===== src/core/phc_pkg.sv =====
/*
 holds offsets, field positions, reset values, states and carriers
 for the holdover control block. assumes a single system clock.
*/
package phc_pkg;
  // ----------------------------------------
  // register offsets
  // ----------------------------------------
  localparam logic [7:0] ADDR_EXIT_CFG = 8'h16; // holdover_exit_config
  localparam logic [7:0] ADDR_REF_MODE = 8'h29; // reference_mode_config
  localparam logic [7:0] ADDR_RSVD = 8'hA5; // reserved_must_write
  // ----------------------------------------
  // field positions and resets
  // ----------------------------------------
  localparam int CRIT_LSB = 0; // exit criteria [1:0]
  localparam int ACT_LSB = 2; // exit action [3:2]
  localparam int VAL_LSB = 4; // validation timer setting [6:4]
  localparam int USE_DAC_BIT = 2; // holdover uses dac
  localparam logic [7:0] EXIT_CFG_RST = 8'h00;
  localparam logic [7:0] REF_MODE_RST = 8'h00;
  localparam logic [7:0] RSVD_RST = 8'h00;
  // ----------------------------------------
  // encodings and timing counts
  // ----------------------------------------
  localparam logic [1:0] CRIT_LOS = 2'h0; // reference present only
  localparam logic [1:0] CRIT_PHASE = 2'h1; // plus zero phase error
  localparam logic [1:0] ACT_NONE = 2'h1; // no divider reset
  localparam logic [1:0] ACT_DAC = 2'h3; // dac assisted release
  localparam int LCM_DIV = 4; // system cycles per common divided clock tick
  localparam int VAL_EXPIRIES = 3; // expiries before the flag clears
  localparam int RAMP_TICKS = 16; // ticks per dac impedance step
  localparam int ADC_BITS = 7;
  localparam int AVG_SHIFT = 4; // low-pass filter depth
  // fsm states, gray along the usual path
  typedef enum logic [2:0] {
    PHC_ACQ = 3'h0,
    PHC_LOCKED = 3'h1,
    PHC_HOLD = 3'h3,
    PHC_SLIP = 3'h2,
    PHC_DIVRST = 3'h6,
    PHC_DACREL = 3'h7
  } phc_state_e;
  // analog control carrier
  typedef struct packed {
    logic cp_tristate;
    logic dac_force;
    logic [2:0] dac_impedance;
    logic divider_reset;
  } phc_analog_s;
endpackage


===== src/core/phc_holdover_ctrl.sv =====
/*
 holdover steady state and exit control for the first loop.
 assumes lock detect, phase error, cycle slip and adc code come from
 logic on clk_sys; the raw reference-missing level comes from a pin.
*/
`timescale 1ns/1ps
// How it works
// - holdover tristates pump, dac forces when enabled
// - dac value is filtered adc while locked
// - adc and dac codes are seven bits
// - two 2-bit exit fields in one register
// - criteria 1 action 1: wait phase, no reset
// - criteria 0 action 0: reset dividers on return
// - criteria 0 action 3: reset then dac release
// - zero phase mode waits slip, pump tristated
// - divider reset restarts immediately, no crossing wait
// - dac release: pump on, impedance ramps up
// - all timing counts common divided clock ticks
// - locked enters holdover on loss events
// - missing flag held three validation expiries
module phc_holdover_ctrl
  import phc_pkg::*;
(
  input wire logic clk_sys,
  input wire logic reset,
  input wire logic reg_wr, // register write strobe
  input wire logic [7:0] reg_addr,
  input wire logic [7:0] reg_wdata,
  output logic [7:0] reg_rdata, // registered read data
  input wire logic ref_missing_pin, // raw reference loss level
  input wire logic lock_detect, // lock detector output
  input wire logic loss_of_lock, // lock lost event
  input wire logic ref_switch, // priority driven switch request
  input wire logic phase_error_low,
  input wire logic cycle_slip, // slip indication at detector
  input wire logic [ADC_BITS-1:0] adc_code, // tuning voltage sense
  output phc_analog_s analog, // pump, dac and divider controls
  output logic [ADC_BITS-1:0] dac_code, // held tuning value
  output logic reference_missing_flag,
  output logic [2:0] fsm_state
);
  // ----------------------------------------
  // registers
  // ----------------------------------------
  logic [7:0] exit_cfg; // criteria, action, validation setting
  logic [7:0] ref_mode; // bit 2 selects dac holdover
  logic [7:0] rsvd; // stored only
  wire logic [1:0] crit = exit_cfg[CRIT_LSB +: 2];
  wire logic [1:0] act = exit_cfg[ACT_LSB +: 2];
  wire logic [2:0] val_set = exit_cfg[VAL_LSB +: 3];
  wire logic use_dac = ref_mode[USE_DAC_BIT];
  wire logic [7:0] next_rdata = (reg_addr == ADDR_EXIT_CFG) ? exit_cfg :
                                (reg_addr == ADDR_REF_MODE) ? ref_mode :
                                (reg_addr == ADDR_RSVD) ? rsvd : 8'h00;
  // software writes; read data lags the address by one cycle
  always_ff @(posedge clk_sys) begin
    if (reset) begin
      exit_cfg <= EXIT_CFG_RST;
      ref_mode <= REF_MODE_RST;
      rsvd <= RSVD_RST;
      reg_rdata <= 8'h00;
    end else begin
      reg_rdata <= next_rdata;
      if (reg_wr && reg_addr == ADDR_EXIT_CFG) exit_cfg <= reg_wdata;
      if (reg_wr && reg_addr == ADDR_REF_MODE) ref_mode <= reg_wdata;
      if (reg_wr && reg_addr == ADDR_RSVD) rsvd <= reg_wdata;
    end
  end
  // ----------------------------------------
  // common divided clock enable
  // ----------------------------------------
  logic [7:0] lcm_cnt; // divider count
  logic lcm_tick; // one-cycle enable pulse
  wire logic lcm_wrap = (lcm_cnt == 8'(LCM_DIV - 1));
  // every slow timer below steps only on this pulse
  always_ff @(posedge clk_sys) begin
    if (reset) begin
      lcm_cnt <= 8'h00;
      lcm_tick <= 1'b0;
    end else begin
      lcm_cnt <= lcm_wrap ? 8'h00 : lcm_cnt + 8'h01;
      lcm_tick <= lcm_wrap;
    end
  end
  // ----------------------------------------
  // reference-missing synchroniser and validation
  // ----------------------------------------
  logic [2:0] miss_sync; // [0] feeds only [1]
  logic [6:0] val_cnt; // validation timer
  logic [1:0] expiries; // timer expiries while reference present
  wire logic miss_stable = miss_sync[1] == miss_sync[2];
  wire logic ref_present = miss_stable && !miss_sync[2];
  wire logic [6:0] val_len = (val_set == 3'h0) ? 7'h00 : 7'(7'h01 << (val_set - 3'h1));
  wire logic val_expire = lcm_tick && (val_cnt >= val_len);
  // flag rises at once, falls after enough expiries of the timer
  always_ff @(posedge clk_sys) begin
    if (reset) begin
      miss_sync <= 3'h7;
      val_cnt <= 7'h00;
      expiries <= 2'h0;
      reference_missing_flag <= 1'b1;
    end else begin
      miss_sync <= {miss_sync[1:0], ref_missing_pin};
      if (!ref_present) begin
        val_cnt <= 7'h00; // restart timer on any loss
        expiries <= 2'h0;
        if (miss_stable) reference_missing_flag <= 1'b1;
      end else if (lcm_tick) begin
        val_cnt <= val_expire ? 7'h00 : val_cnt + 7'h01;
        if (val_expire && expiries != 2'(VAL_EXPIRIES)) expiries <= expiries + 2'h1;
        if (expiries == 2'(VAL_EXPIRIES)) reference_missing_flag <= 1'b0;
      end
    end
  end
  // ----------------------------------------
  // tuning voltage averaging
  // ----------------------------------------
  logic [ADC_BITS+AVG_SHIFT-1:0] avg; // filter accumulator
  phc_state_e state;
  wire logic [ADC_BITS+AVG_SHIFT-1:0] avg_step = avg - (avg >> AVG_SHIFT)
    + {{AVG_SHIFT{1'b0}}, adc_code};
  // tracks only while locked so holdover holds the last good value
  always_ff @(posedge clk_sys) begin
    if (reset) begin
      avg <= '0;
      dac_code <= '0;
    end else begin
      if (lcm_tick && state == PHC_LOCKED && lock_detect) avg <= avg_step;
      dac_code <= avg[ADC_BITS+AVG_SHIFT-1 -: ADC_BITS];
    end
  end
  // ----------------------------------------
  // holdover state machine
  // ----------------------------------------
  logic [7:0] ramp_cnt; // ticks within one impedance step
  logic [2:0] imp; // dac impedance, 0 is lowest
  phc_state_e next_state;
  wire logic enter_hold = loss_of_lock || ref_switch || reference_missing_flag;
  wire logic ramp_step = lcm_tick && ramp_cnt == 8'(RAMP_TICKS - 1);
  wire logic exit_ready = !reference_missing_flag;
  // chooses the exit path from the two fields
  wire phc_state_e exit_target = (crit == CRIT_PHASE) ? PHC_SLIP :
                                 (act == ACT_NONE) ? PHC_ACQ : PHC_DIVRST;
  always_comb begin
    next_state = state;
    case (state)
      PHC_ACQ: if (lock_detect) next_state = PHC_LOCKED;
      PHC_LOCKED: if (enter_hold) next_state = PHC_HOLD;
      PHC_HOLD: if (exit_ready) next_state = exit_target;
      PHC_SLIP: begin
        // pump stays off until the phases cross
        if (reference_missing_flag) next_state = PHC_HOLD;
        else if (cycle_slip && phase_error_low) begin
          next_state = (act == ACT_NONE) ? PHC_ACQ : PHC_DIVRST;
        end
      end
      PHC_DIVRST: begin
        // one-cycle reset pulse, restart without waiting
        next_state = (act == ACT_DAC && use_dac) ? PHC_DACREL : PHC_ACQ;
      end
      PHC_DACREL: if (ramp_step && imp == 3'h7) next_state = PHC_ACQ;
      default: next_state = PHC_ACQ;
    endcase
  end
  always_ff @(posedge clk_sys) begin
    if (reset) begin
      state <= PHC_ACQ;
      ramp_cnt <= 8'h00;
      imp <= 3'h0;
    end else begin
      state <= next_state;
      if (state != PHC_DACREL) begin
        ramp_cnt <= 8'h00;
        imp <= 3'h0; // low impedance lets the dac win first
      end else if (lcm_tick) begin
        ramp_cnt <= ramp_step ? 8'h00 : ramp_cnt + 8'h01;
        if (ramp_step && imp != 3'h7) imp <= imp + 3'h1;
      end
    end
  end
  // ----------------------------------------
  // analog controls, all registered
  // ----------------------------------------
  wire logic in_hold = next_state == PHC_HOLD || next_state == PHC_SLIP
                       || next_state == PHC_DIVRST;
  always_ff @(posedge clk_sys) begin
    if (reset) begin
      analog <= '0;
      fsm_state <= 3'h0;
    end else begin
      analog.cp_tristate <= in_hold;
      analog.dac_force <= use_dac && (in_hold || next_state == PHC_DACREL);
      analog.divider_reset <= next_state == PHC_DIVRST;
      analog.dac_impedance <= imp;
      fsm_state <= next_state;
    end
  end
endmodule


===== config.mk =====
export PLATFORM = sky130hd
export DESIGN_NAME = phc_holdover_ctrl
export DESIGN_NICKNAME = d
export VERILOG_FILES = /design/src/core/phc_pkg.sv /design/src/core/phc_holdover_ctrl.sv
export SDC_FILE = /design/constraint.sdc
export NUM_CORES = 1
export LEC_CHECK = 0
export BUFFER_PORTS_ARGS = -buffer_cell sky130_fd_sc_hd__buf_2
export CAP_MARGIN = 20
export CORE_UTILIZATION = 58
export CTS_CLUSTER_SIZE = 24
export DETAILED_ROUTE_END_ITERATION = 10
export PLACE_DENSITY_LB_ADDON = 0.2
export SLEW_MARGIN = 20
export SYNTH_ARGS = -nofsm -noshare
export SYNTH_HDL_FRONTEND = slang
export SYNTH_SLANG_ARGS = --single-unit

===== constraint.sdc =====
create_clock -name clk_sys -period 4.2 [get_ports clk_sys]
set_clock_uncertainty 0.05 [all_clocks]
set_input_delay 1.05 -clock clk_sys [delete_from_list [all_inputs] [get_ports clk_sys]]
set_output_delay 1.05 -clock clk_sys [all_outputs]
set_load 0.03 [all_outputs]

# == After elaboration in Yosys (flattened, before gate mapping) ==
# Cells that the tools add are included.
# totals
reg_bits,92
in_bits,32
output_inout_bits,25
wordCells,104
# op_classes
addsub,8
order_cmp,1
eq_ne,25
shift,1
muxes,20
bitwise,1
n_reduce_logical,29
# op_table
operator,count
$mux 8,4
$mux 3,9
$pmux 3 s6,1
$add 8x1->8 const B,2
$eq 3x3->1 const B,5
$logic_and 1x1->1,14
$mux 7,2
$eq 3x2->1 const B,4
$add 11x7->11,1
$sub 11x7->11,1
$eq 8x2->1 const B,1
$eq 8x4->1 const B,1
$eq 8x5->1 const B,1
$eq 8x6->1 const B,1
$eq 8x8->1 const B,1
$add 7x1->7 const B,1
$ge 7x7->1,1
$shl 1x3->7 const A,1
$logic_not 3->1,2
$ne 3x3->1 const B,2
$reduce_or 2->1,3
$logic_or 1x1->1,5
$eq 2x1->1 const B,2
$eq 2x2->1 const B,2
13 further kinds,18

# == Logic depth before layout (Yosys ltp) ==
# depth
ltp_word,10
ltp_mapped,12
mapped_depth_nobuf,12

# == Worst setup path before layout ==
# Ideal clock, no wire load.
# synth_path
path_type,input -> register
start,input adc_code[5]
end,register avg[10]
setup_time_ns,0.121
arrival_ns,3.052
required_ns,4.029
setup_slack_ns,0.977
path_stages,10
path_buffers,0
cell_sequence,inv_1 > fa_1 > inv_1 > ha_1 > a21oi_1 > o221ai_1 > a21oi_1 > mux2i_1 > o21ai_1 > mux2_4
# synth_via
elab_chain_cells,1
# synth_lines
element,line_no,source
"start, declared",phc_holdover_ctrl.sv:36,"input wire logic [ADC_BITS-1:0] adc_code,"
$add 11x7->11,phc_holdover_ctrl.sv:121,"+ {{AVG_SHIFT{1'b0}}, adc_code};"
"end signal, assigned",phc_holdover_ctrl.sv:128,if (lcm_tick && state == PHC_LOCKED && lock_detect) avg <= avg_step;
"end, declared",phc_holdover_ctrl.sv:118,logic [ADC_BITS+AVG_SHIFT-1:0] avg;
# Every way passes these cells.
# A chain may end at the register's enable or synchronous reset.

# == Worst setup path after layout ==
# Ends and elaborated chain as after synthesis.

==> results.json <==
{
  "outcome": "completed",
  "slowest_stage": "fa_1",
  "cts_resized": 0,
  "synth_nets": 590,
  "synth.cell_area_sq_um": 4460,
  "max_stage_delay_ns": 0.52,
  "grt_pass1_vias": 3237,
  "htree_levels": 3,
  "powerDensity_nw_per_um2": 335,
  "dr.pass1.iters": 4,
  "io_buffers": 56,
  "synth.distinct_cells": 55,
  "vias_per_cell": 5.40,
  "worstMarginPinSlew_ns": 0.745,
  "area_growth_pct": 11.6,
  "grt_antenna_before_repair": 0,
  "fp.dieH_um": 89.7,
  "cts_tree": "built",
  "grt_max_degree": 45,
  "die_area_sq_um": 8040,
  "worst_setup_path_end_kind": "flip-flop",
  "post_drt_wl_per_cell_um": 12.9,
  "ant_nets": 0,
  "dp_hpwl_mm": 6.24,
  "syn_avg_cell_area_sq_um": 8.48,
  "clk_latency_ns": 0.36,
  "overflow": 0,
  "place_congestion": 0.850,
  "num_vias": 3648,
  "drc_errors": 0,
  "cts_sinks": 92,
  "hold_violations": 0,
  "synth-main-ff-cell": "dfxtp_1",
  "criticalPathCategory": "in2reg",
  "synth_warnings": 0,
  "irDropWorstVdd_uv": 218,
  "layout_common_cells": "dfxtp_1, nand2_1, buf_2",
  "p_leak_nw": 2.00,
  "die_w_um": 89.7,
  "grt_usage_pct": 23.2,
  "crit_buf_inv": 3,
  "postCtsHoldBufs": 0,
  "worstPathMaxFanout": 6,
  "io-pin-count": 57,
  "ys_ff_latch": 92,
  "finalSetupTns_ns": 0,
  "start_kind": "primary input",
  "cts.clk_slew.worst_paths_ns": 0.08,
  "fin_crit_sh_pct": 75.2,
  "synth_area_leaders": "dfxtp_1, ha_1, a21oi_1",
  "final_common_cell": "dfxtp_1",
  "drv_slew": 0,
  "start_util_pct": 60.8,
  "numCtsBuffers": 9,
  "cp.required_ns": 4.39,
  "cts_root_buffer": "clkbuf_8",
  "path_cells": "buf_2 > inv_1 > fa_1 > inv_1 > ha_1 > a21oi_1 > o221ai_1 > a21oi_1 > mux2i_1 > o21ai_1 > mux2_4",
  "routed_wl_mm": 8.72,
  "ys_seq_area_share_pct": 41.3,
  "postCtsSetupRepairBufs": 0,
  "slew_headroom_pct": 50.4,
  "synth_top_area_share_pct": 41.3,
  "synth_cells": 526,
  "core-area_sq_um": 7330,
  "synth_edf_count": 0,
  "drtIter0Drc": 176,
  "whs_ns": 0.378,
  "yosysTopAreaCell": "dfxtp_1",
  "fmax_mhz": 317,
  "rows": 31,
  "diodes": 0,
  "grt_pass1_wl_mm": 14.4,
  "clock_path_buffers": 2,
  "final_nets": 636,
  "setup_viol": 0,
  "arrival_ns": 3.35,
  "final_layout_size_suffix_gt1_share_pct": 14.6,
  "min_path_type": "reg2reg",
  "period_minus_slack_ns": 3.16,
  "async_flop_share_pct": 0,
  "rsz0062_at_grt": "no",
  "maxCapViolCount": 0,
  "crit_family": "adder cells"
}
==> metrics by stage <==
stage | cell area [sq um] | utilization [%] | total power, mW | instances | setup WS (ns)
after floorplan | 4460 | - | 1.00 | 526 | 0.977
after global routing | 4970 | 67.9 | 1.73 | 676 | 0.858
after global placement | 4760 | 64.9 | 1.03 | 660 | 0.763
after CTS | 4970 | 67.9 | 1.68 | 676 | 1.09
after detailed placement | 4760 | 64.9 | 1.04 | 660 | 0.694
final | 4970 | 67.9 | 1.67 | 676 | 1.04
==> synth_stat cells, drive strengths merged (5+ instances only) <==
cell	instances
nand2	71
nand2b	8
inv	40
a22oi	8
xor2	13
clkbuf	12
mux2i	6
dfxtp	92
nor3	7
nor2b	9
fa	7
a21oi	54
a21o	6
nor2	51
o21ai	5
nand3	31
xnor2	8
buf	11
nand4	5
and3	8
ha	25
nand3b	6
==> logic make-up after synthesis <==
group	count (synthesis)	share of synthesized area, %
DFF	92	41.3
xor gates and xnor gates	21	4.12
muxes	7	1.68
and+or+nand+nor	219	24.4
AOI/OAI and AO/OA	92	12.3
buffers and inverters	63	6.03
adders and majority gates	32	10.2
==> flip-flops by register name (all words and copies together) (netlist names), 7 cells and up <==
| register | flops |
|---|---|
| lcm_cnt | 8 |
| val_cnt | 7 |
| rsvd | 8 |
| exit_cfg | 8 |
| ramp_cnt | 8 |
| reg_rdata | 8 |
| avg | 11 |
| dac_code | 7 |
| ref_mode | 8 |
==> per-layer routing <==
layer,global-route usage [%],wire (um),vias to the layer above
li1,-,-,1862
met1,29.7,3980,1692
met2,39.3,4230,86
met3,5.58,415,8
met4,6.20,92,0
met5,0,0,-
==> power by group <==
group	switching, mW	total, mW	leakage, nW	internal [mW]
clock network	0.310	0.648	0.100	0.338
logic	0.0756	0.127	1.16	0.0510
registers	0.0114	0.891	0.743	0.880
total	0.397	1.67	2.00	1.27
==> final cells by class <==
cell class	count	area [sq um]
clock inverters	5	83.8
multi-input cells	371	2350
flip-flops and latches	92	1840
fillers	607	2360
well taps	99	124
repair buffers	58	295
clock buffers	11	131
inverters	40	150
==> path summary, 6_finish.rpt <==
kind,start,endpoint,slack [ns],cells after the start
min,miss_sync[0]$_SDFF_PP1_,miss_sync[1]$_SDFF_PP1_,0.38,1
min reg2reg,miss_sync[0]$_SDFF_PP1_,miss_sync[1]$_SDFF_PP1_,0.38,1
max reg2reg,avg[5]$_SDFFE_PP0P_,avg[10]$_SDFFE_PP0P_,1.42,10
max,adc_code[5],avg[10]$_SDFFE_PP0P_,1.04,11
(Power assumes the default switching activity.)
